===== src/logic/table_rw_pkg.sv =====
// Constants shared by the table read/write unit and its holding bank.
// Assumes one 250 MHz clock; each clock is one quarter of an instruction cycle.
package table_rw_pkg;

  // ******************************************
  // Widths
  // ******************************************
  localparam int PTR_W   = 21;
  localparam int BYTE_W  = 8;
  localparam int WORD_W  = 16;
  localparam int FADDR_W = 20;
  localparam int HOLD_N  = 8;
  localparam int HSEL_W  = 3;
  localparam int OP_W    = 16;
  localparam int MODE_W  = 2;
  localparam int QTR_W   = 2;
  localparam int REG_AW  = 4;
  localparam int BUS_W   = 32;
  localparam int BE_W    = 4;
  localparam int HALF_BIT = 0;

  // ******************************************
  // Opcodes and pointer modes
  // ******************************************
  localparam logic [OP_W-1:0]   OP_CLASS_MASK = 16'hfffc;
  localparam logic [OP_W-1:0]   OP_READ_BASE  = 16'h0008;
  localparam logic [OP_W-1:0]   OP_WRITE_BASE = 16'h000c;
  localparam logic [OP_W-1:0]   OPCODE_RST    = 16'h0000;
  localparam int                OP_DIR_BIT    = 2;
  localparam logic [MODE_W-1:0] MODE_KEEP     = 2'h0;
  localparam logic [MODE_W-1:0] MODE_POST_INC = 2'h1;
  localparam logic [MODE_W-1:0] MODE_POST_DEC = 2'h2;
  localparam logic [MODE_W-1:0] MODE_PRE_INC  = 2'h3;

  // ******************************************
  // Quarter phases and reset values
  // ******************************************
  localparam logic [QTR_W-1:0]  QTR_1 = 2'h0;
  localparam logic [QTR_W-1:0]  QTR_2 = 2'h1;
  localparam logic [QTR_W-1:0]  QTR_3 = 2'h2;
  localparam logic [QTR_W-1:0]  QTR_4 = 2'h3;
  localparam logic [PTR_W-1:0]  PTR_STEP  = 21'h000001;
  localparam logic [PTR_W-1:0]  PTR_RST   = 21'h000000;
  localparam logic [BYTE_W-1:0] LATCH_RST = 8'h00;
  localparam logic [BYTE_W-1:0] HOLD_RST  = 8'hff;

  // ******************************************
  // Register word indices and status fields
  // ******************************************
  localparam logic [REG_AW-1:0] REG_PTR    = 4'h0;
  localparam logic [REG_AW-1:0] REG_LATCH  = 4'h1;
  localparam logic [REG_AW-1:0] REG_CMD    = 4'h2;
  localparam logic [REG_AW-1:0] REG_STATUS = 4'h3;
  localparam int                REG_HOLD_BIT = 3;
  localparam int                ST_BUSY_BIT  = 0;
  localparam int                ST_PEND_BIT  = 1;
  localparam int                ST_WRITE_BIT = 2;
  localparam int                ST_MODE_LSB  = 3;
  localparam int                ST_USED_W    = 5;

endpackage


===== src/logic/holding_bank.sv =====
// Bank of holding registers that collect bytes for flash programming.
// Assumes the write strobe is a single-clock pulse from the table unit.
`timescale 1ns/1ps
`default_nettype none
module holding_bank #(
  parameter int N     = table_rw_pkg::HOLD_N,
  parameter int W     = table_rw_pkg::BYTE_W,
  parameter int SEL_W = table_rw_pkg::HSEL_W
) (
  input  wire logic           i_mclk,    // Quarter clock
  input  wire logic           i_resetn,  // Async reset, low
  input  wire logic           i_we,      // Write strobe
  input  wire logic [SEL_W-1:0] i_sel,   // Register select
  input  wire logic [W-1:0]   i_din,     // Byte to store
  output logic      [N*W-1:0] o_data     // All registers, reg 0 lowest
);

  // ******************************************
  // Registers
  // ******************************************
  genvar g;
  generate
    for (g = 0; g < N; g++) begin : gen_hold
      logic [W-1:0] hold_ff;
      wire          hit = i_we && (i_sel == SEL_W'(g));

      // One holding byte, erased value after reset
      always_ff @(posedge i_mclk or negedge i_resetn) begin
        if (!i_resetn) begin
          hold_ff <= table_rw_pkg::HOLD_RST;
        end else if (hit) begin
          hold_ff <= i_din;
        end
      end
      assign o_data[g*W +: W] = hold_ff;
    end
  endgenerate

endmodule
`default_nettype wire


===== src/logic/table_rw_unit.sv =====
// Table read/write unit: moves bytes from program flash into the latch,
// and from the latch into the holding registers.
// Assumes the core presents opcodes in quarter 1 and flash data comes one
// clock after the read strobe.
// Contract
// RULE1: table read puts the flash byte at the pointer into the latch
// RULE2: pointer is 21 bits, one address per byte, 2 Mbyte space
// RULE3: pointer bit 0 picks low (0) or high (1) byte of a word
// RULE4: read opcode low bits: keep, post-inc, post-dec, pre-inc
// RULE5: table write copies latch to holding register chosen by pointer bits 2:0
// RULE6: holding registers feed flash programming; a table write never touches flash
// RULE7: write opcode low bits use the same four pointer modes
// RULE8: no-change write stores the byte and leaves the pointer untouched
// RULE9: post modes adjust after the store; pre-inc adjusts before it
// RULE10: write takes two cycles; latch read in Q2, store in Q4
// RULE11: read takes two cycles; flash access Q2, latch update Q4
`timescale 1ns/1ps
`default_nettype none
module table_rw_unit #(
  parameter int PTR_W = table_rw_pkg::PTR_W,
  parameter int HOLD_N = table_rw_pkg::HOLD_N
) (
  input  wire logic                     i_mclk,            // Quarter clock
  input  wire logic                     i_resetn,          // Async reset, low
  input  wire logic                     i_op_valid,        // Core opcode present
  input  wire logic [table_rw_pkg::OP_W-1:0] i_opcode,     // Core opcode
  output logic                          o_op_ready,        // Idle in quarter 1; a table opcode is taken this clock
  output logic                          o_busy,            // Operation running
  output logic [table_rw_pkg::QTR_W-1:0] o_quarter,        // Current quarter
  output logic                          o_flash_rd,        // Flash read strobe
  output logic [table_rw_pkg::FADDR_W-1:0] o_flash_addr,   // Flash word address
  input  wire logic [table_rw_pkg::WORD_W-1:0] i_flash_word, // Flash word
  output logic [PTR_W-1:0]              o_table_pointer,   // Pointer value
  output logic [table_rw_pkg::BYTE_W-1:0] o_table_latch,   // Latch value
  output logic [HOLD_N*table_rw_pkg::BYTE_W-1:0] o_hold_data, // To programmer
  input  wire logic [table_rw_pkg::REG_AW-1:0] i_avs_address, // Word index
  input  wire logic                     i_avs_read,        // Bus read
  input  wire logic                     i_avs_write,       // Bus write
  input  wire logic [table_rw_pkg::BUS_W-1:0] i_avs_writedata, // Write data
  input  wire logic [table_rw_pkg::BE_W-1:0] i_avs_byteenable, // Byte lanes
  output logic [table_rw_pkg::BUS_W-1:0] o_avs_readdata,   // Read data
  output logic                          o_avs_waitrequest  // Stall
);

  localparam int BW = table_rw_pkg::BYTE_W;
  localparam int DW = table_rw_pkg::BUS_W;
  localparam int OW = table_rw_pkg::OP_W;
  localparam int MW = table_rw_pkg::MODE_W;

  typedef enum logic [1:0] {ST_IDLE, ST_CYC1, ST_CYC2} op_state_t;

  // ******************************************
  // Functions
  // ******************************************
  // Opcode is a table read or table write
  function automatic logic is_table_op(input logic [OW-1:0] op);
    logic [OW-1:0] cls;
    cls = op & table_rw_pkg::OP_CLASS_MASK;
    return (cls == table_rw_pkg::OP_READ_BASE) ||
           (cls == table_rw_pkg::OP_WRITE_BASE);
  endfunction

  // Merge write data into old word by byte lane
  function automatic logic [DW-1:0] merge_be(input logic [DW-1:0] old_w,
                                             input logic [DW-1:0] new_w,
                                             input logic [table_rw_pkg::BE_W-1:0] be);
    logic [DW-1:0] res;
    res = old_w;
    for (int b = 0; b < table_rw_pkg::BE_W; b++) begin
      if (be[b]) begin
        res[b*BW +: BW] = new_w[b*BW +: BW];
      end
    end
    return res;
  endfunction

  // ******************************************
  // State
  // ******************************************
  op_state_t         state_ff, nxt_state;
  logic [1:0]        qtr_ff;
  logic              dir_ff;
  logic [MW-1:0]     mode_ff;
  logic [PTR_W-1:0]  ptr_ff, nxt_ptr;
  logic [BW-1:0]     latch_ff, nxt_latch;
  logic [BW-1:0]     xfer_ff, nxt_xfer;
  logic [OW-1:0]     sw_op_ff;
  logic              sw_pend_ff, nxt_sw_pend;
  logic [PTR_W-1:0]  ptr_at_start_ff;
  logic              ack_ff;
  logic [DW-1:0]     rdata_ff;

  // ******************************************
  // Operation decode
  // ******************************************
  wire            core_go   = i_op_valid && is_table_op(i_opcode);
  wire            idle_q1   = (state_ff == ST_IDLE) && (qtr_ff == table_rw_pkg::QTR_1);
  wire            start_core = idle_q1 && core_go;
  wire            start_sw  = idle_q1 && !core_go && sw_pend_ff;
  wire            start     = start_core || start_sw;
  wire [OW-1:0]   start_op  = start_core ? i_opcode : sw_op_ff;
  wire            cyc1_q4   = (state_ff == ST_CYC1) && (qtr_ff == table_rw_pkg::QTR_4);
  wire            c2_q2     = (state_ff == ST_CYC2) && (qtr_ff == table_rw_pkg::QTR_2);
  wire            c2_q3     = (state_ff == ST_CYC2) && (qtr_ff == table_rw_pkg::QTR_3);
  wire            c2_q4     = (state_ff == ST_CYC2) && (qtr_ff == table_rw_pkg::QTR_4);

  // Pointer adjust: pre-inc in cycle 1, post modes at end of cycle 2
  wire pre_step  = cyc1_q4 && (mode_ff == table_rw_pkg::MODE_PRE_INC);     // RULE9
  wire post_step = c2_q4 && ((mode_ff == table_rw_pkg::MODE_POST_INC) ||
                             (mode_ff == table_rw_pkg::MODE_POST_DEC));   // RULE9
  wire [PTR_W-1:0] ptr_adj = (mode_ff == table_rw_pkg::MODE_POST_DEC) ?
                             ptr_ff - table_rw_pkg::PTR_STEP :
                             ptr_ff + table_rw_pkg::PTR_STEP;             // RULE4 RULE7

  // Byte pick within the flash word
  wire [BW-1:0] flash_byte = ptr_ff[table_rw_pkg::HALF_BIT] ?
                             i_flash_word[BW +: BW] : i_flash_word[0 +: BW]; // RULE3

  // Holding register write at Q4 of cycle 2
  wire hold_we = c2_q4 && dir_ff;                                           // RULE10
  wire [table_rw_pkg::HSEL_W-1:0] hold_sel = ptr_ff[table_rw_pkg::HSEL_W-1:0]; // RULE5

  // ******************************************
  // Bus decode
  // ******************************************
  wire            bus_req  = i_avs_read || i_avs_write;
  wire            bus_take = bus_req && !ack_ff && (state_ff == ST_IDLE) && !start;
  wire            wr_done  = i_avs_write && ack_ff;
  wire            wr_ptr   = wr_done && (i_avs_address == table_rw_pkg::REG_PTR);
  wire            wr_latch = wr_done && (i_avs_address == table_rw_pkg::REG_LATCH);
  wire            wr_cmd   = wr_done && (i_avs_address == table_rw_pkg::REG_CMD);
  wire [DW-1:0]   ptr_word = {{(DW-PTR_W){1'b0}}, ptr_ff};
  wire [DW-1:0]   lat_word = {{(DW-BW){1'b0}}, latch_ff};
  wire [DW-1:0]   cmd_word = {{(DW-OW){1'b0}}, sw_op_ff};
  wire [DW-1:0]   ptr_new  = merge_be(ptr_word, i_avs_writedata, i_avs_byteenable);
  wire [DW-1:0]   lat_new  = merge_be(lat_word, i_avs_writedata, i_avs_byteenable);
  wire [DW-1:0]   cmd_new  = merge_be(cmd_word, i_avs_writedata, i_avs_byteenable);
  wire            cmd_ok   = wr_cmd && is_table_op(cmd_new[OW-1:0]);
  wire [table_rw_pkg::ST_USED_W-1:0] status_bits = {mode_ff, dir_ff, sw_pend_ff,
                                                    (state_ff != ST_IDLE)};
  wire [BW-1:0]   hold_rd  = o_hold_data[{i_avs_address[table_rw_pkg::HSEL_W-1:0],
                                          3'h0} +: BW];

  // Read data select, unmapped words read as zero
  wire [DW-1:0]   rd_mux =
      i_avs_address[table_rw_pkg::REG_HOLD_BIT] ? {{(DW-BW){1'b0}}, hold_rd} :
      (i_avs_address == table_rw_pkg::REG_PTR)    ? ptr_word :
      (i_avs_address == table_rw_pkg::REG_LATCH)  ? lat_word :
      (i_avs_address == table_rw_pkg::REG_CMD)    ? cmd_word :
      (i_avs_address == table_rw_pkg::REG_STATUS) ?
          {{(DW-table_rw_pkg::ST_USED_W){1'b0}}, status_bits} : '0;

  // ******************************************
  // Next-state logic
  // ******************************************
  // Two instruction cycles per operation
  always_comb begin
    nxt_state = state_ff;
    unique case (state_ff)
      ST_IDLE: if (start) nxt_state = ST_CYC1;
      ST_CYC1: if (cyc1_q4) nxt_state = ST_CYC2;                          // RULE10 RULE11
      ST_CYC2: if (c2_q4) nxt_state = ST_IDLE;                            // RULE10 RULE11
      default: nxt_state = ST_IDLE;
    endcase
  end

  // Pointer: bus write, or mode step; keep mode holds its value
  assign nxt_ptr = wr_ptr ? ptr_new[PTR_W-1:0] :
                   (pre_step || post_step) ? ptr_adj : ptr_ff;              // RULE2 RULE8

  // Latch: bus write, or flash byte at end of a read
  assign nxt_latch = wr_latch ? lat_new[BW-1:0] :
                     (c2_q4 && !dir_ff) ? xfer_ff : latch_ff;              // RULE1 RULE11

  // Transfer byte: latch in Q2 for a write, flash byte in Q3 for a read
  assign nxt_xfer = (c2_q2 && dir_ff)  ? latch_ff :                         // RULE10
                    (c2_q3 && !dir_ff) ? flash_byte : xfer_ff;              // RULE1

  // Software command pending; a new command wins over the clear
  assign nxt_sw_pend = (sw_pend_ff && !start_sw) || cmd_ok;

  // ******************************************
  // Registers
  // ******************************************
  // Quarter counter and operation state
  always_ff @(posedge i_mclk or negedge i_resetn) begin
    if (!i_resetn) begin
      qtr_ff   <= table_rw_pkg::QTR_1;
      state_ff <= ST_IDLE;
    end else begin
      qtr_ff   <= qtr_ff + 2'h1;
      state_ff <= nxt_state;
    end
  end

  // Captured opcode fields
  always_ff @(posedge i_mclk or negedge i_resetn) begin
    if (!i_resetn) begin
      dir_ff          <= 1'b0;
      mode_ff         <= table_rw_pkg::MODE_KEEP;
      ptr_at_start_ff <= table_rw_pkg::PTR_RST;
    end else if (start) begin
      dir_ff          <= start_op[table_rw_pkg::OP_DIR_BIT];
      mode_ff         <= start_op[MW-1:0];                                  // RULE4 RULE7
      ptr_at_start_ff <= nxt_ptr;                                           // Bus write landing now
    end
  end

  // Data path registers
  always_ff @(posedge i_mclk or negedge i_resetn) begin
    if (!i_resetn) begin
      ptr_ff   <= table_rw_pkg::PTR_RST;
      latch_ff <= table_rw_pkg::LATCH_RST;
      xfer_ff  <= table_rw_pkg::LATCH_RST;
    end else begin
      ptr_ff   <= nxt_ptr;
      latch_ff <= nxt_latch;
      xfer_ff  <= nxt_xfer;
    end
  end

  // Bus slave and software command
  always_ff @(posedge i_mclk or negedge i_resetn) begin
    if (!i_resetn) begin
      ack_ff     <= 1'b0;
      rdata_ff   <= '0;
      sw_op_ff   <= table_rw_pkg::OPCODE_RST;
      sw_pend_ff <= 1'b0;
    end else begin
      ack_ff     <= bus_take;
      if (bus_take) rdata_ff <= rd_mux;
      if (cmd_ok) sw_op_ff <= cmd_new[OW-1:0];
      sw_pend_ff <= nxt_sw_pend;
    end
  end

  // ******************************************
  // Holding registers
  // ******************************************
  holding_bank #(
    .N     (HOLD_N),
    .W     (BW),
    .SEL_W (table_rw_pkg::HSEL_W)
  ) u_hold (
    .i_mclk   (i_mclk),
    .i_resetn (i_resetn),
    .i_we     (hold_we),
    .i_sel    (hold_sel),
    .i_din    (xfer_ff),
    .o_data   (o_hold_data)                                                // RULE6
  );

  // ******************************************
  // Outputs
  // ******************************************
  assign o_op_ready        = idle_q1;
  assign o_busy            = (state_ff != ST_IDLE);
  assign o_quarter         = qtr_ff;
  assign o_flash_rd        = c2_q2 && !dir_ff;                              // RULE11
  assign o_flash_addr      = ptr_ff[PTR_W-1:1];                             // RULE2
  assign o_table_pointer   = ptr_ff;
  assign o_table_latch     = latch_ff;
  assign o_avs_readdata    = rdata_ff;
  assign o_avs_waitrequest = !ack_ff;

  wire [PTR_W-1:0] ptr_plus  = ptr_at_start_ff + table_rw_pkg::PTR_STEP;
  wire [PTR_W-1:0] ptr_minus = ptr_at_start_ff - table_rw_pkg::PTR_STEP;
  wire [PTR_W-1:0] exp_ptr =
      (mode_ff == table_rw_pkg::MODE_PRE_INC) ? ptr_plus : ptr_at_start_ff;
  wire [table_rw_pkg::HSEL_W-1:0] exp_sel = exp_ptr[table_rw_pkg::HSEL_W-1:0];
  wire [BW-1:0] exp_hold = o_hold_data[{exp_sel, 3'h0} +: BW];
endmodule
`default_nettype wire


===== config.mk =====
export PLATFORM = sky130hd
export DESIGN_NAME = table_rw_unit
export DESIGN_NICKNAME = d
export VERILOG_FILES = /design/src/logic/table_rw_pkg.sv /design/src/logic/holding_bank.sv /design/src/logic/table_rw_unit.sv
export SDC_FILE = /design/constraint.sdc
export NUM_CORES = 1
export LEC_CHECK = 0
export BUFFER_PORTS_ARGS = -buffer_cell sky130_fd_sc_hd__buf_2
export CAP_MARGIN = 20
export CORE_MARGIN = 1.5
export CORE_UTILIZATION = 40
export CTS_CLUSTER_DIAMETER = 120
export DETAILED_ROUTE_END_ITERATION = 7
export GPL_TIMING_DRIVEN = 0
export MAX_ROUTING_LAYER = met4
export SLEW_MARGIN = 20
export SYNTH_ARGS = -nofsm -noshare
export SYNTH_HDL_FRONTEND = slang
export SYNTH_HIERARCHICAL = 1
export SYNTH_SLANG_ARGS = --single-unit

===== constraint.sdc =====
create_clock -name i_mclk -period 7.18 [get_ports i_mclk]
set_input_delay 1.436 -clock i_mclk [delete_from_list [all_inputs] [get_ports i_mclk]]
set_output_delay 1.436 -clock i_mclk [all_outputs]
set_load 0.05 [all_outputs]

== Yosys cells after proc, flatten, opt, wreduce, memory -nomap -nowiden ==
Index checks and enable logic that the tools add are counted.

* Register bits: 158
* Latch bits: 0
* RAM bits: 0
* Memory bits (read-only): 0
* Input port bits: 77
* Output and inout port bits: 151
* Memories: 0

* Add/sub/neg operators: 3
* $mul: 0
* Div/mod/pow operators: 0
* $lt $le $gt $ge: 0
* Eq/ne operators: 29
* Shifts and indexed selects: 1
* Muxes and demuxes: 23
* Bitwise operators: 0
* Reduce and logical (&&, ||, !) cells: 59

{| class="wikitable"
|+ Operator list
! operator !! number
|-
| $mux W21 || 5
|-
| $mux W8 || 9
|-
| $shiftx A64 B7 Y8 || 1
|-
| $eq A14 B2 Y1 const B || 4
|-
| $logic_and A1 B1 Y1 || 33
|-
| $mux W16 || 2
|-
| $add A21 B1 Y21 const B || 1
|-
| $sub A21 B1 Y21 const B || 1
|-
| $ne A2 B2 Y1 const B || 7
|-
| $eq A3 B3 Y1 const B || 4
|-
| $eq A2 B2 Y1 const B || 5
|-
| $mux W5 || 2
|-
| $reduce_and A2 Y1 || 5
|-
| $eq A4 B2 Y1 const B || 2
|-
| $reduce_bool A2 Y1 || 4
|-
| $logic_or A1 B1 Y1 || 7
|-
| $eq A2 B1 Y1 const B || 3
|-
| $eq A3 B2 Y1 const B || 2
|-
| $mux W2 || 3
|-
| $pmux W2 S3 || 1
|-
| $logic_not A1 Y1 || 5
|-
| $eq A4 B1 Y1 const B || 1
|-
| $logic_not A2 Y1 || 2
|-
| $logic_not A4 Y1 || 1
|-
| 5 further kinds || 5
|}

== Longest topological paths before layout ==
Gate-level depths: netlist (run 1).

* Depth in word-level cells: 9
* Gate-level depth with buffers: 17
* Mapped depth without buffers: 11

== Hierarchy ==
The synthesis (run 1) kept the hierarchy.

{| class="wikitable"
|+ By module, submodules not included
! module !! times used !! cells each !! area an instance (µm²) !! sequential area each (µm²)
|-
| table_rw_unit || 1 || 733 || 6478.7 || 2077.0
|-
| holding_bank || 1 || 143 || 2532.4 || 1681.6
|}

== Worst setup path before layout (run 1) ==
Ideal clock, no wire load.

* Path type: register to register
* From: reg mode_ff[0]
* To: reg ptr_ff[16], in the netlist o_table_pointer[16]
* Arrival time: 3.486 ns
* Slack: 3.625 ns
* Cell stages (with the launch flop): 18
* Path buffers: 6
* Cell sequence: dfrtp_1 > inv_1 > ha_1 > buf_4 > buf_4 > buf_4 > buf_4 > buf_4 > clkbuf_1 > xor2_1 > ha_1 > nand4bb_1 > nand4_1 > a221o_1 > a31oi_1 > xor2_1 > or4_1 > nand3_1

* Cells in the longest elaborated chain, start to end: 6
* Elaborated cells on any way between the ends: 12
* Those cells by class: eq/ne: 3; mux: 3; reduce/logical: 6

{| class="wikitable"
|+ RTL lines
! element !! line !! text
|-
| from (decl) || table_rw_unit.sv:83 || <nowiki>logic [MW-1:0] mode_ff;</nowiki>
|-
| from (signal assigned) || table_rw_unit.sv:200 || <nowiki>mode_ff <= table_rw_pkg::MODE_KEEP;</nowiki>
|-
| from (signal assigned) || table_rw_unit.sv:204 || <nowiki>mode_ff <= start_op[MW-1:0];</nowiki>
|-
| $eq A2 B1 Y1 or $eq A2 B2 Y1 (tied branches) || table_rw_unit.sv:109, table_rw_unit.sv:110, table_rw_unit.sv:111 ||
|-
| $logic_or A1 B1 Y1 || table_rw_unit.sv:109 || <nowiki>wire post_step = c2_q4 && ((mode_ff == table_rw_pkg::MODE_POST_INC) ||</nowiki>
|-
| $logic_and A1 B1 Y1 || table_rw_unit.sv:109 ||
|-
| $logic_or A1 B1 Y1 || table_rw_unit.sv:169 || <nowiki>(pre_step || post_step) ? ptr_adj : ptr_ff;</nowiki>
|-
| $reduce_bool A2 Y1 (no source line) || n/a ||
|-
| $reduce_and A2 Y1 (no source line) || n/a ||
|-
| to (signal assigned) || table_rw_unit.sv:212 || <nowiki>ptr_ff <= table_rw_pkg::PTR_RST;</nowiki>
|-
| to (signal assigned) || table_rw_unit.sv:216 || <nowiki>ptr_ff <= nxt_ptr;</nowiki>
|-
| to (decl) || table_rw_unit.sv:84 || <nowiki>logic [PTR_W-1:0] ptr_ff, nxt_ptr;</nowiki>
|}

Parallel ways exist; a longest one is shown, timed or not. The select of a mux whose other input is x is not followed.
A chain may end at the register's enable or synchronous reset.

== Worst setup path after layout (run 1) ==
Same ends and word-level chain as after synthesis.

==> impl_metrics.yaml, run 1 <==
worst_setup_path:
  critPathMaxFanout: 10
  regToRegEndpoint: "o_table_pointer[16]"
  timing.critical_path.to_type: "flop"
  crit_slowest_cell: "clkbuf_1"
  setup_crit_start_kind: "flop"
  critical_path.endpoint: "o_table_pointer[16]"
  critPathArrivalTime_ps: 4940
  critPathBufInv: 7
  reg2reg_from: "mode_ff[0]"
  cpLargestDelayFamily: "buffers and inverters"
  worst_ep_required_time_ps: 7550
  cpPeakStageDelay_ps: 460
  crit_path_cell_trace: "inv_1 > ha_1 > buf_4 > buf_4 > buf_4 > buf_4 > buf_4 > clkbuf_1 > xor2_1 > ha_1 > nand4bb_1 > nand4_1 > a221o_1 > a31oi_1 > xor2_1 > or4_1 > nand3_1"
  crit_path_frequent_cell: "buf_4"
  crit_path_from: "mode_ff[0]"
  reg2reg_depth: 17
  regToRegSetupSlack_ps: 2620
  path_class: "reg2reg"
  critical_path_cell_count: 17
yosys:
  async_flop_share_pct: 100.0
  number_of_synthesized_flops_with_an_enable_pin: 0
  post-synth-top-area-fraction_pct: 23.05
  seq_area_frac_synth_pct: 41.71
  post_synth_main_area_contributors: "dfrtp_1 23%, dfstp_2 19%, mux2_2 8.7%"
  ys_warn_count: 6
  synthMostInstantiatedCell: "nand2_1"
  netlist_instances: 876
  yosys-top-cells-count: "84 x nand2_1, 83 x dfrtp_1, 70 x mux2_2, 64 x dfstp_2, 55 x nor2_1"
  synth_cell_types: 76
  synth_top_flop_cell: "dfrtp_1"
  ys_seq_elements: 147
  synth_area_sq_um: 9011
  syn-mean-instance-area_sq_um: 10.29
  yosysTopAreaCell: "dfrtp_1"
layout:
  postLayoutCellArea_sq_um: 11080
  final_nets: 1191
  drive_gt1_share_pct: 41.20
  area.growth.synth_to_final_pct: 22.99
cts:
  tritoncts: "done"
  cts_post_setup_buffers_inserted: 0
  root_buffer: "clkbuf_16"
  number_of_buffers_created_by_cts: 17
  tritoncts_num_sinks: 147
  ctsHtreeMaxLevel: 4
  clock_latency_ps: 430
  cts-hold-fix-buffers: 0
  clockBufferDepth: 2
  cts.clk_slew.worst_paths_ps: 70
  cts_resized: 0
power_and_ir_drop:
  clock_power_share_pct: 40.6
  power_leakage_nw: 5.215
  register_share_of_total_power_pct: 37.4
  netSwitchingFraction_pct: 34.38
  p_sw_w: 0.0008202
  p_int_w: 0.001565
  powerDensity_nw_per_um2: 215.3
  worst_ir_drop_vdd_uv: 128.0
  gate_power_share_pct: 22.0
timing:
  maxClockFrequency_ghz: 0.2192
  worst_pin_slew_ps: 710.8
  fin_crit_sh_pct: 63.54
  clock_skews_ps: 8.411
  final_number_of_max_transition_violations: 0
  final-hold-violation-count: 0
  fin_tns_setup_ps: 0
  grt_setup_unrepaired: "false"
  finalSetupViolations: 0
  period_needed_ps: 4562
  max-slew-margin-rel_pct: 52.61
min_path:
  worst_hold_path_type: "reg2reg"
  whs_path_depth: 2
global_route:
  grt_pass1_wl_microns: 45130
  grt.met1_usage_pct: 33.22
  grt_overflow: 0
  grt.total_usage_pct: 25.76
  grt_pass1_vias: 7701
  gr-usage-met2_pct: 40.54
  grt.busiest_layer: "met2"
  largest_net_degree_at_the_start_of_global_routing: 79
  antenna_found_initial: 1
  groute.layer.met3.usage_pct: 4.990
routing:
  drtAntennaViolNets: 0
  drtPass1Iterations: 7
  drt_wl_total_microns: 28690
  viasPerCell: 5.599
  route.vias.total: 7839
  drcViolationCount: 15
  drt-initial-drc-count: 523
  detail_route.wl_per_cell_microns: 20.49
floorplan:
  die_width_microns: 153.1
  initial_utilization_pct: 41.04
  die-area_sq_um: 23440
  placement_rows: 54
  core-area_sq_um: 21960
  die_h_microns: 153.1
  boundaryPins: 228
flow_run:
  drv_cap: 0
placed_design:
  place_hpwl_microns: 21540
  postPlaceCellArea_sq_um: 10440
  io_buffers: 200
  final_estimated_routing_congestion_in_global_placement: 0.9262
run_status:
  run_status: "finished with violations"
  violations: "design-rule violations"
-- placed cells by master, fill, tap and decap left out, types with 9 or more instances in the layout --
master,count
buf_2,210
nand2_1,84
dfrtp_1,83
mux2_2,70
dfstp_2,64
nor2_1,55
o21ai_0,54
buf_4,41
clkbuf_1,41
mux2i_1,36
a21oi_1,33
and2_1,19
clkbuf_16,18
nand3_1,17
nor2b_1,16
mux4_2,16
inv_1,14
o31ai_1,14
a31oi_1,11
o22ai_1,11
conb_1,11
nand4_1,9
nor3_1,9
-- power groups by stage --
stage / sequential (W) / clock (W) / combinational [W]
floorplan: 0.000982 / 0 / 0.000293
global placement: 0.000907 / 0 / 0.000519
detailed placement: 0.000908 / 0 / 0.000523
CTS: 0.000894 / 0.000981 / 0.000524
global route: 0.000897 / 0.00101 / 0.000557
finish: 0.000893 / 0.000968 / 0.000525
-- worst min-delay path by stage --
stage                                   from                 end  slack [ps]
after floorplan                  sw_op_ff[3]         sw_op_ff[3]         450
after detailed placement  o_avs_readdata[20]  o_avs_readdata[20]         470
after CTS                 o_avs_readdata[20]  o_avs_readdata[20]         480
after global placement     o_avs_readdata[7]   o_avs_readdata[7]         460
after global routing       o_avs_readdata[7]   o_avs_readdata[7]         520
final                     o_avs_readdata[17]  o_avs_readdata[17]         470
-- cell type report --
cell class / instances / area (sq um)
clock inverters: 13 / 178.9
diodes: 1 / 2.502
clock buffers: 19 / 464.2
multi-input cells: 626 / 4668
repair buffers: 201 / 1039
well taps: 280 / 350.3
fillers: 2067 / 10880
inverters: 14 / 52.55
flip-flops and latches: 147 / 3759
plain buffers: 99 / 569.3
-- state kept, by name, indices dropped and copies added, names as in the netlist --
register                 flops
ack_ff                       1
dir_ff                       1
mode_ff                      2
o_avs_readdata              21
o_quarter                    2
o_table_latch                8
o_table_pointer             21
state_ff                     2
sw_op_ff                    16
sw_pend_ff                   1
u_hold/gen_hold.hold_ff     64
xfer_ff                      8
-- routing by layer --
metal	share of wire [%]	vias up
met2	47	327
met5	0	-
met4	2.4	0
met1	43	3829
li1	-	3634
met3	7.1	49
-- worst min-delay path, delay by kind of cell, from the launching register on --
kind | cells | cell delay (ps)
AND/OR/NAND/NOR | 1 | 40
flip-flops | 1 | 340
AO/OA/AOI/OAI | 1 | 60
-- stage by stage --
stage          setup WS (ps)  instances  hold WS (ps)  util, %  total power (W)
4_1_cts                 2640       1399         481.5    50.46         0.002399
5_1_grt                 2300       1400         520.2    50.47         0.002467
3_5_place_dp            2646       1367         465.7    47.53         0.001431
2_1_floorplan           3625        886         448.8        -         0.001274
3_3_place_gp            2394       1366         463.5    47.36         0.001426
6_report                2618       1400         474.0    50.47         0.002386
-- cells by family (layout without fill, tap and decap cells) --
kind of cell | Yosys count | in the layout | share of synthesized area (%)
adders and majority gates | 8 | 8 | 1.111
AOI/OAI and AO/OA | 199 | 199 | 15.52
other | 1 | 12 | 0.04162
and+or+nand+nor | 268 | 268 | 15.83
xor gates and xnor gates | 16 | 16 | 1.555
buffers and inverters | 113 | 346 | 6.901
DFF | 147 | 147 | 41.71
muxes | 124 | 124 | 17.33
Note: power is estimated with default switching activity, not from simulation.
==> inputs of run 2 (changes only) <==
--- a/config.mk
+++ b/config.mk
@@ -13,6 +13,7 @@
 export DETAILED_ROUTE_END_ITERATION = 7
 export GPL_TIMING_DRIVEN = 0
 export MAX_ROUTING_LAYER = met4
+export PLACE_DENSITY = 0.65
 export SLEW_MARGIN = 20
 export SYNTH_ARGS = -nofsm -noshare
 export SYNTH_HDL_FRONTEND = slang
==> constraint.sdc (replaced) <==
create_clock -name i_mclk -period 3.7 [get_ports i_mclk]
set_input_delay 0.74 -clock i_mclk [delete_from_list [all_inputs] [get_ports i_mclk]]
set_output_delay 0.74 -clock i_mclk [all_outputs]
set_load 0.05 [all_outputs]
==> run 2 against run 1 <==
Effect of this change:
- worst hold slack lost 230 ps
- final cell count up 0.14%
- register-to-register slack lost 2400 ps
- the flow still finishes with violations (design-rule violations)
- largest power group unchanged
- wire length fell by 2.7%
- die area stayed put
- clock skew is 1.7 ps higher
- maximum frequency is 33% higher
- via count decreased by 0.15%
- largest cell class unchanged
- highest routed layer unchanged
- power is 90% higher
- utilization up 0.097 points
- critical path type unchanged
- first-iteration DRC count increased by 0.38%
- global-route usage shrank 0.76 points
==> impl_metrics.yaml, run 2 (synthesis results as in run 1) <==
run_status:
  run_status: "finished with violations"
  violations: "design-rule violations"
worst_setup_path:
  regToRegEndpoint: "o_table_pointer[16]"
  reg2reg_from: "mode_ff[0]"
  reg2reg_depth: 15
  crit_path_cell_trace: "inv_1 > ha_2 > buf_4 > buf_4 > buf_12 > clkbuf_8 > xor2_1 > ha_1 > nand4b_1 > nand4_1 > a221o_1 > a31oi_4 > xor2_1 > or4_1 > nand3_1"
  cpPeakStageDelay_ps: 440
  timing.critical_path.to_type: "flop"
  critPathMaxFanout: 28
  critPathArrivalTime_ps: 3810
  crit_path_from: "mode_ff[0]"
  crit_slowest_cell: "a221o_1"
  regToRegSetupSlack_ps: 260
  setup_crit_start_kind: "flop"
  cpLargestDelayFamily: "buffers and inverters"
  critPathBufInv: 5
  path_class: "reg2reg"
  worst_ep_required_time_ps: 4070
layout:
  final_nets: 1192
  largest_register_ff_count: 64
  postLayoutCellArea_sq_um: 11100
  seqCellArea_sq_um: 3759
  area.growth.synth_to_final_pct: 23.23
  multi_input_area_sq_um: 4691
  most_common_library_cell_in_the_layout_ignoring_fill_and_taps: "buf_2"
  nFillCells: 2008
  largest-register: "u_hold/gen_hold.hold_ff"
  post-route-util_pct: 50.57
  drive_gt1_share_pct: 41.61
  most-common-layout-cells: "210 x buf_2, 84 x nand2_1, 83 x dfrtp_1"
timing:
  final-hold-violation-count: 0
  finalSetupViolations: 0
  final_number_of_max_transition_violations: 0
  grt_setup_unrepaired: "false"
  fin_crit_sh_pct: 92.96
  period_needed_ps: 3440
  maxClockFrequency_ghz: 0.2907
  clock_skews_ps: 10.10
  worst_pin_slew_ps: 694.8
  max-slew-margin-rel_pct: 53.68
cts:
  clockBufferDepth: 2
  tritoncts: "done"
  cts.clk_slew.worst_paths_ps: 70
  cts-hold-fix-buffers: 0
  ctsHtreeMaxLevel: 4
  root_buffer: "clkbuf_16"
  tritoncts_num_sinks: 147
  clock_latency_ps: 430
  number_of_buffers_created_by_cts: 17
routing:
  drt_wl_total_microns: 27920
  drtPass1Iterations: 7
  drcViolationCount: 13
  viasPerCell: 5.583
  drt-initial-drc-count: 525
  route.vias.total: 7827
  drtAntennaViolNets: 0
  detail_route.wl_per_cell_microns: 19.91
power_and_ir_drop:
  power_leakage_nw: 5.215
  powerDensity_nw_per_um2: 408.8
  worst_ir_drop_vdd_uv: 297.8
placed_design:
  postPlaceCellArea_sq_um: 10440
  io_buffers: 200
  place_hpwl_microns: 20970
  final_estimated_routing_congestion_in_global_placement: 0.9368
global_route:
  grt_pass1_wl_microns: 44020
  largest_net_degree_at_the_start_of_global_routing: 91
  grt_overflow: 0
  grt.total_usage_pct: 25.00
  antenna_found_initial: 2
  grt_pass1_vias: 7645
min_path:
  worst_hold_path_type: "in2async"
floorplan:
  boundaryPins: 228
  die_width_microns: 153.1
  die-area_sq_um: 23440
  core-area_sq_um: 21960
  die_h_microns: 153.1
  initial_utilization_pct: 41.04
  placement_rows: 54
flow_run:
  drv_cap: 0
run 2: worst max path at each step:
stage / slack (ps) / cells after the start / end
2_1_floorplan: 150 / 17 / o_table_pointer[16]
3_3_place_gp: -810 / 17 / o_table_pointer[16]
3_5_place_dp: -820 / 17 / o_table_pointer[16]
4_1_cts: 20 / 16 / o_table_pointer[16]
5_1_grt: 20 / 15 / o_table_pointer[16]
6_report: 260 / 15 / o_table_pointer[16]
run 2: repair_timing:
item	4_1_cts	5_1_grt
pin swaps	3	2
gates resized for setup	7	4
buffers inserted	3	0
setup endpoints to repair	9	8
run 2: power breakdown:
group	switching, W	internal [W]
registers	0.0000740	0.00166
clock network	0.000821	0.000975
logic	0.000721	0.000289
run 2: metrics by stage:
stage | power, W | cells | hold slack (ps) | setup slack [ps] | setup TNS (ps)
5_1_grt | 0.004706 | 1402 | 265.0 | 22.25 | 0
2_1_floorplan | 0.002473 | 886 | 444.4 | 145.1 | 0
3_3_place_gp | 0.002758 | 1366 | 462.8 | -811.2 | -25510
4_1_cts | 0.004563 | 1401 | 242.1 | 22.26 | 0
6_report | 0.004540 | 1402 | 247.6 | 260.3 | 0
3_5_place_dp | 0.002770 | 1367 | 465.8 | -821.2 | -3903
run 2: cell type report:
cell class                      instances  share of cell area [%]
Tap cell                              280                   3.155
Buffer                                 97                   5.194
Clock buffer                           17                   3.831
Timing Repair Buffer                  204                   9.555
Clock inverter                         15                   1.656
Multi-Input combinational cell        626                   42.24
Inverter                               14                  0.4732
Sequential cell                       147                   33.85
Antenna cell                            2                 0.04507
run 2: worst register-to-register path, stage by stage (launching register included):
cell and delay [ps]:
dfrtp_1 420, inv_1 100, ha_2 240, buf_4 180, buf_4 190, buf_12 190
clkbuf_8 210, xor2_1 80, ha_1 240, nand4b_1 100, nand4_1 160, a221o_1 440
a31oi_4 250, xor2_1 110, or4_1 400, nand3_1 70
run 2: routing by layer:
layer	part of all wire (%)	GRT usage, %	up-vias
li1	-	-	3658
met3	7.8	5.585	48
met2	46	37.42	336
met4	2.7	9.477	0
met5	0	-	-
met1	44	33.05	3785
==> inputs of run 3 (changes only) <==
--- a/config.mk
+++ b/config.mk
@@ -6,14 +6,12 @@
 export NUM_CORES = 1
 export LEC_CHECK = 0
 export BUFFER_PORTS_ARGS = -buffer_cell sky130_fd_sc_hd__buf_2
-export CAP_MARGIN = 20
 export CORE_MARGIN = 1.5
 export CORE_UTILIZATION = 40
 export CTS_CLUSTER_DIAMETER = 120
 export DETAILED_ROUTE_END_ITERATION = 7
 export GPL_TIMING_DRIVEN = 0
 export MAX_ROUTING_LAYER = met4
-export PLACE_DENSITY = 0.65
 export SLEW_MARGIN = 20
 export SYNTH_ARGS = -nofsm -noshare
 export SYNTH_HDL_FRONTEND = slang
==> constraint.sdc (replaced) <==
create_clock -name i_mclk -period 3.79 [get_ports i_mclk]
set_input_delay 0.758 -clock i_mclk [delete_from_list [all_inputs] [get_ports i_mclk]]
set_output_delay 0.758 -clock i_mclk [all_outputs]
set_load 0.05 [all_outputs]
==> run 3 against run 2 <==
Effect of this change:
- the run still ends with design-rule violations left
- clock skew is 3.8 ps higher
- sequential cell count stayed put
- via count increased by 0.27%
- critical path depth did not move
- critical endpoint unchanged
- largest cell class unchanged
==> impl_metrics.yaml, run 3 (synthesis results as in run 1) <==
cts:
  root_buffer: "clkbuf_16"
  tritoncts_num_sinks: 147
  number_of_buffers_created_by_cts: 17
  ctsHtreeMaxLevel: 4
  tritoncts: "done"
  clockBufferDepth: 2
  clock_latency_ps: 440
  cts.clk_slew.worst_paths_ps: 70
placed_design:
  final_estimated_routing_congestion_in_global_placement: 0.9262
  place_hpwl_microns: 21540
  io_buffers: 200
  postPlaceCellArea_sq_um: 10440
timing:
  fin_crit_sh_pct: 94.31
  final_number_of_max_transition_violations: 0
  maxClockFrequency_ghz: 0.2798
  finalSetupViolations: 0
  max-slew-margin-rel_pct: 51.73
  grt_setup_unrepaired: "false"
  clock_skews_ps: 13.86
  worst_pin_slew_ps: 724.0
  period_needed_ps: 3574
  final-hold-violation-count: 0
global_route:
  grt_pass1_vias: 7697
  antenna_found_initial: 1
  grt_pass1_wl_microns: 45180
  grt.total_usage_pct: 25.76
  grt_overflow: 0
  largest_net_degree_at_the_start_of_global_routing: 79
worst_setup_path:
  critPathMaxFanout: 28
  critPathBufInv: 5
  timing.critical_path.to_type: "flop"
  critPathArrivalTime_ps: 3950
  setup_crit_start_kind: "flop"
  cpPeakStageDelay_ps: 460
  cpLargestDelayFamily: "buffers and inverters"
  crit_path_cell_trace: "inv_1 > ha_2 > buf_4 > buf_4 > buf_8 > clkbuf_8 > xor2_1 > ha_1 > nand4b_1 > nand4_1 > a221o_1 > a31oi_4 > xor2_1 > or4_1 > nand3_1"
  regToRegSetupSlack_ps: 220
  path_class: "reg2reg"
  worst_ep_required_time_ps: 4160
  crit_slowest_cell: "a221o_1"
floorplan:
  die-area_sq_um: 23440
  core-area_sq_um: 21960
  boundaryPins: 228
  die_h_microns: 153.1
  placement_rows: 54
  initial_utilization_pct: 41.04
  die_width_microns: 153.1
run_status:
  violations: "design-rule violations"
  run_status: "finished with violations"
layout:
  seqCellArea_sq_um: 3759
  largest_register_ff_count: 64
  area.growth.synth_to_final_pct: 23.30
  multi_input_area_sq_um: 4686
  post-route-util_pct: 50.60
  final_nets: 1190
  largest-register: "u_hold/gen_hold.hold_ff"
  most_common_library_cell_in_the_layout_ignoring_fill_and_taps: "buf_2"
  most-common-layout-cells: "210 x buf_2, 84 x nand2_1, 83 x dfrtp_1"
  drive_gt1_share_pct: 41.41
  nFillCells: 2065
  postLayoutCellArea_sq_um: 11110
flow_run:
  drv_cap: 0
routing:
  route.vias.total: 7848
  viasPerCell: 5.610
  drtAntennaViolNets: 0
  drcViolationCount: 15
  detail_route.wl_per_cell_microns: 20.47
  drt-initial-drc-count: 555
  drt_wl_total_microns: 28640
  drtPass1Iterations: 8
power_and_ir_drop:
  worst_ir_drop_vdd_uv: 242.7
  p_sw_w: 0.001554
  power_leakage_nw: 5.218
  register_share_of_total_power_pct: 37.4
  powerDensity_nw_per_um2: 406.8
  netSwitchingFraction_pct: 34.39
  p_int_w: 0.002966
  gate_power_share_pct: 22.0
  clock_power_share_pct: 40.6
min_path:
  worst_hold_path_type: "in2async"
-- run 3: path summary, 6_finish.rpt --
path	start	end	cells past startpoint
max	mode_ff[0]	o_table_pointer[16]	15
min	i_resetn	o_table_pointer[14]	1
max reg2reg	mode_ff[0]	o_table_pointer[16]	15
min reg2reg	o_avs_readdata[17]	o_avs_readdata[17]	2
max in group asynchronous	i_resetn	u_hold/gen_hold[2].hold_ff[2]	2
min in group i_mclk	o_avs_readdata[17]	o_avs_readdata[17]	2
-- run 3: layout make-up --
type | count | share of cell area [%]
sequential | 147 | 33.83
antenna | 1 | 0.02252
buffer | 97 | 5.146
inverter | 14 | 0.4730
tap | 280 | 3.153
multi-input combinational | 626 | 42.17
timing repair buffer | 202 | 9.414
clock inverter | 13 | 1.610
clock buffer | 19 | 4.178
-- run 3: layer usage --
layer / track usage (%) / part of all wire, %
met5: - / 0
met4: 8.917 / 2.3
met3: 5.217 / 6.9
met2: 40.43 / 47
met1: 33.18 / 44
-- run 3: power groups by stage --
stage	registers, W	logic, W	clock network [W]
after floorplan	0.00186	0.000554	0
after global placement	0.00172	0.000984	0
after detailed placement	0.00172	0.000991	0
after CTS	0.00169	0.000994	0.00186
after global routing	0.00170	0.00106	0.00192
final	0.00169	0.000993	0.00184
-- run 3: worst register-to-register path, delay by kind of cell (launching register included) --
kind / cells / cell delay [ps]
and+or+nand+nor: 4 / 760
adders and majority gates: 2 / 480
buffers and inverters: 5 / 920
AOI/OAI and AO/OA: 2 / 730
DFF: 1 / 420
xor gates and xnor gates: 2 / 190
-- run 3: timing repair --
| action | 4_1_cts | 5_1_grt |
|---|---|---|
| setup buffers | 1 | 0 |
| pin swaps | 2 | 0 |
| endpoints found under the hold margin | 0 | 0 |
| setup endpoints to repair | 8 | 7 |
| hold buffers | 0 | 0 |
| gates resized for setup | 6 | 2 |
-- run 3: through the flow --
step                worst slack (ps)  hold slack (ps)  setup TNS [ps]  power [W]  instances
floorplan                      235.1            448.8               0   0.002414        886
global placement              -733.3            463.5          -28660   0.002702       1366
detailed placement            -744.1            465.7           -3408   0.002711       1367
CTS                            15.49            286.9               0   0.004545       1399
global route                   12.85            302.6               0   0.004676       1399
finish                         215.6            261.8               0   0.004520       1399
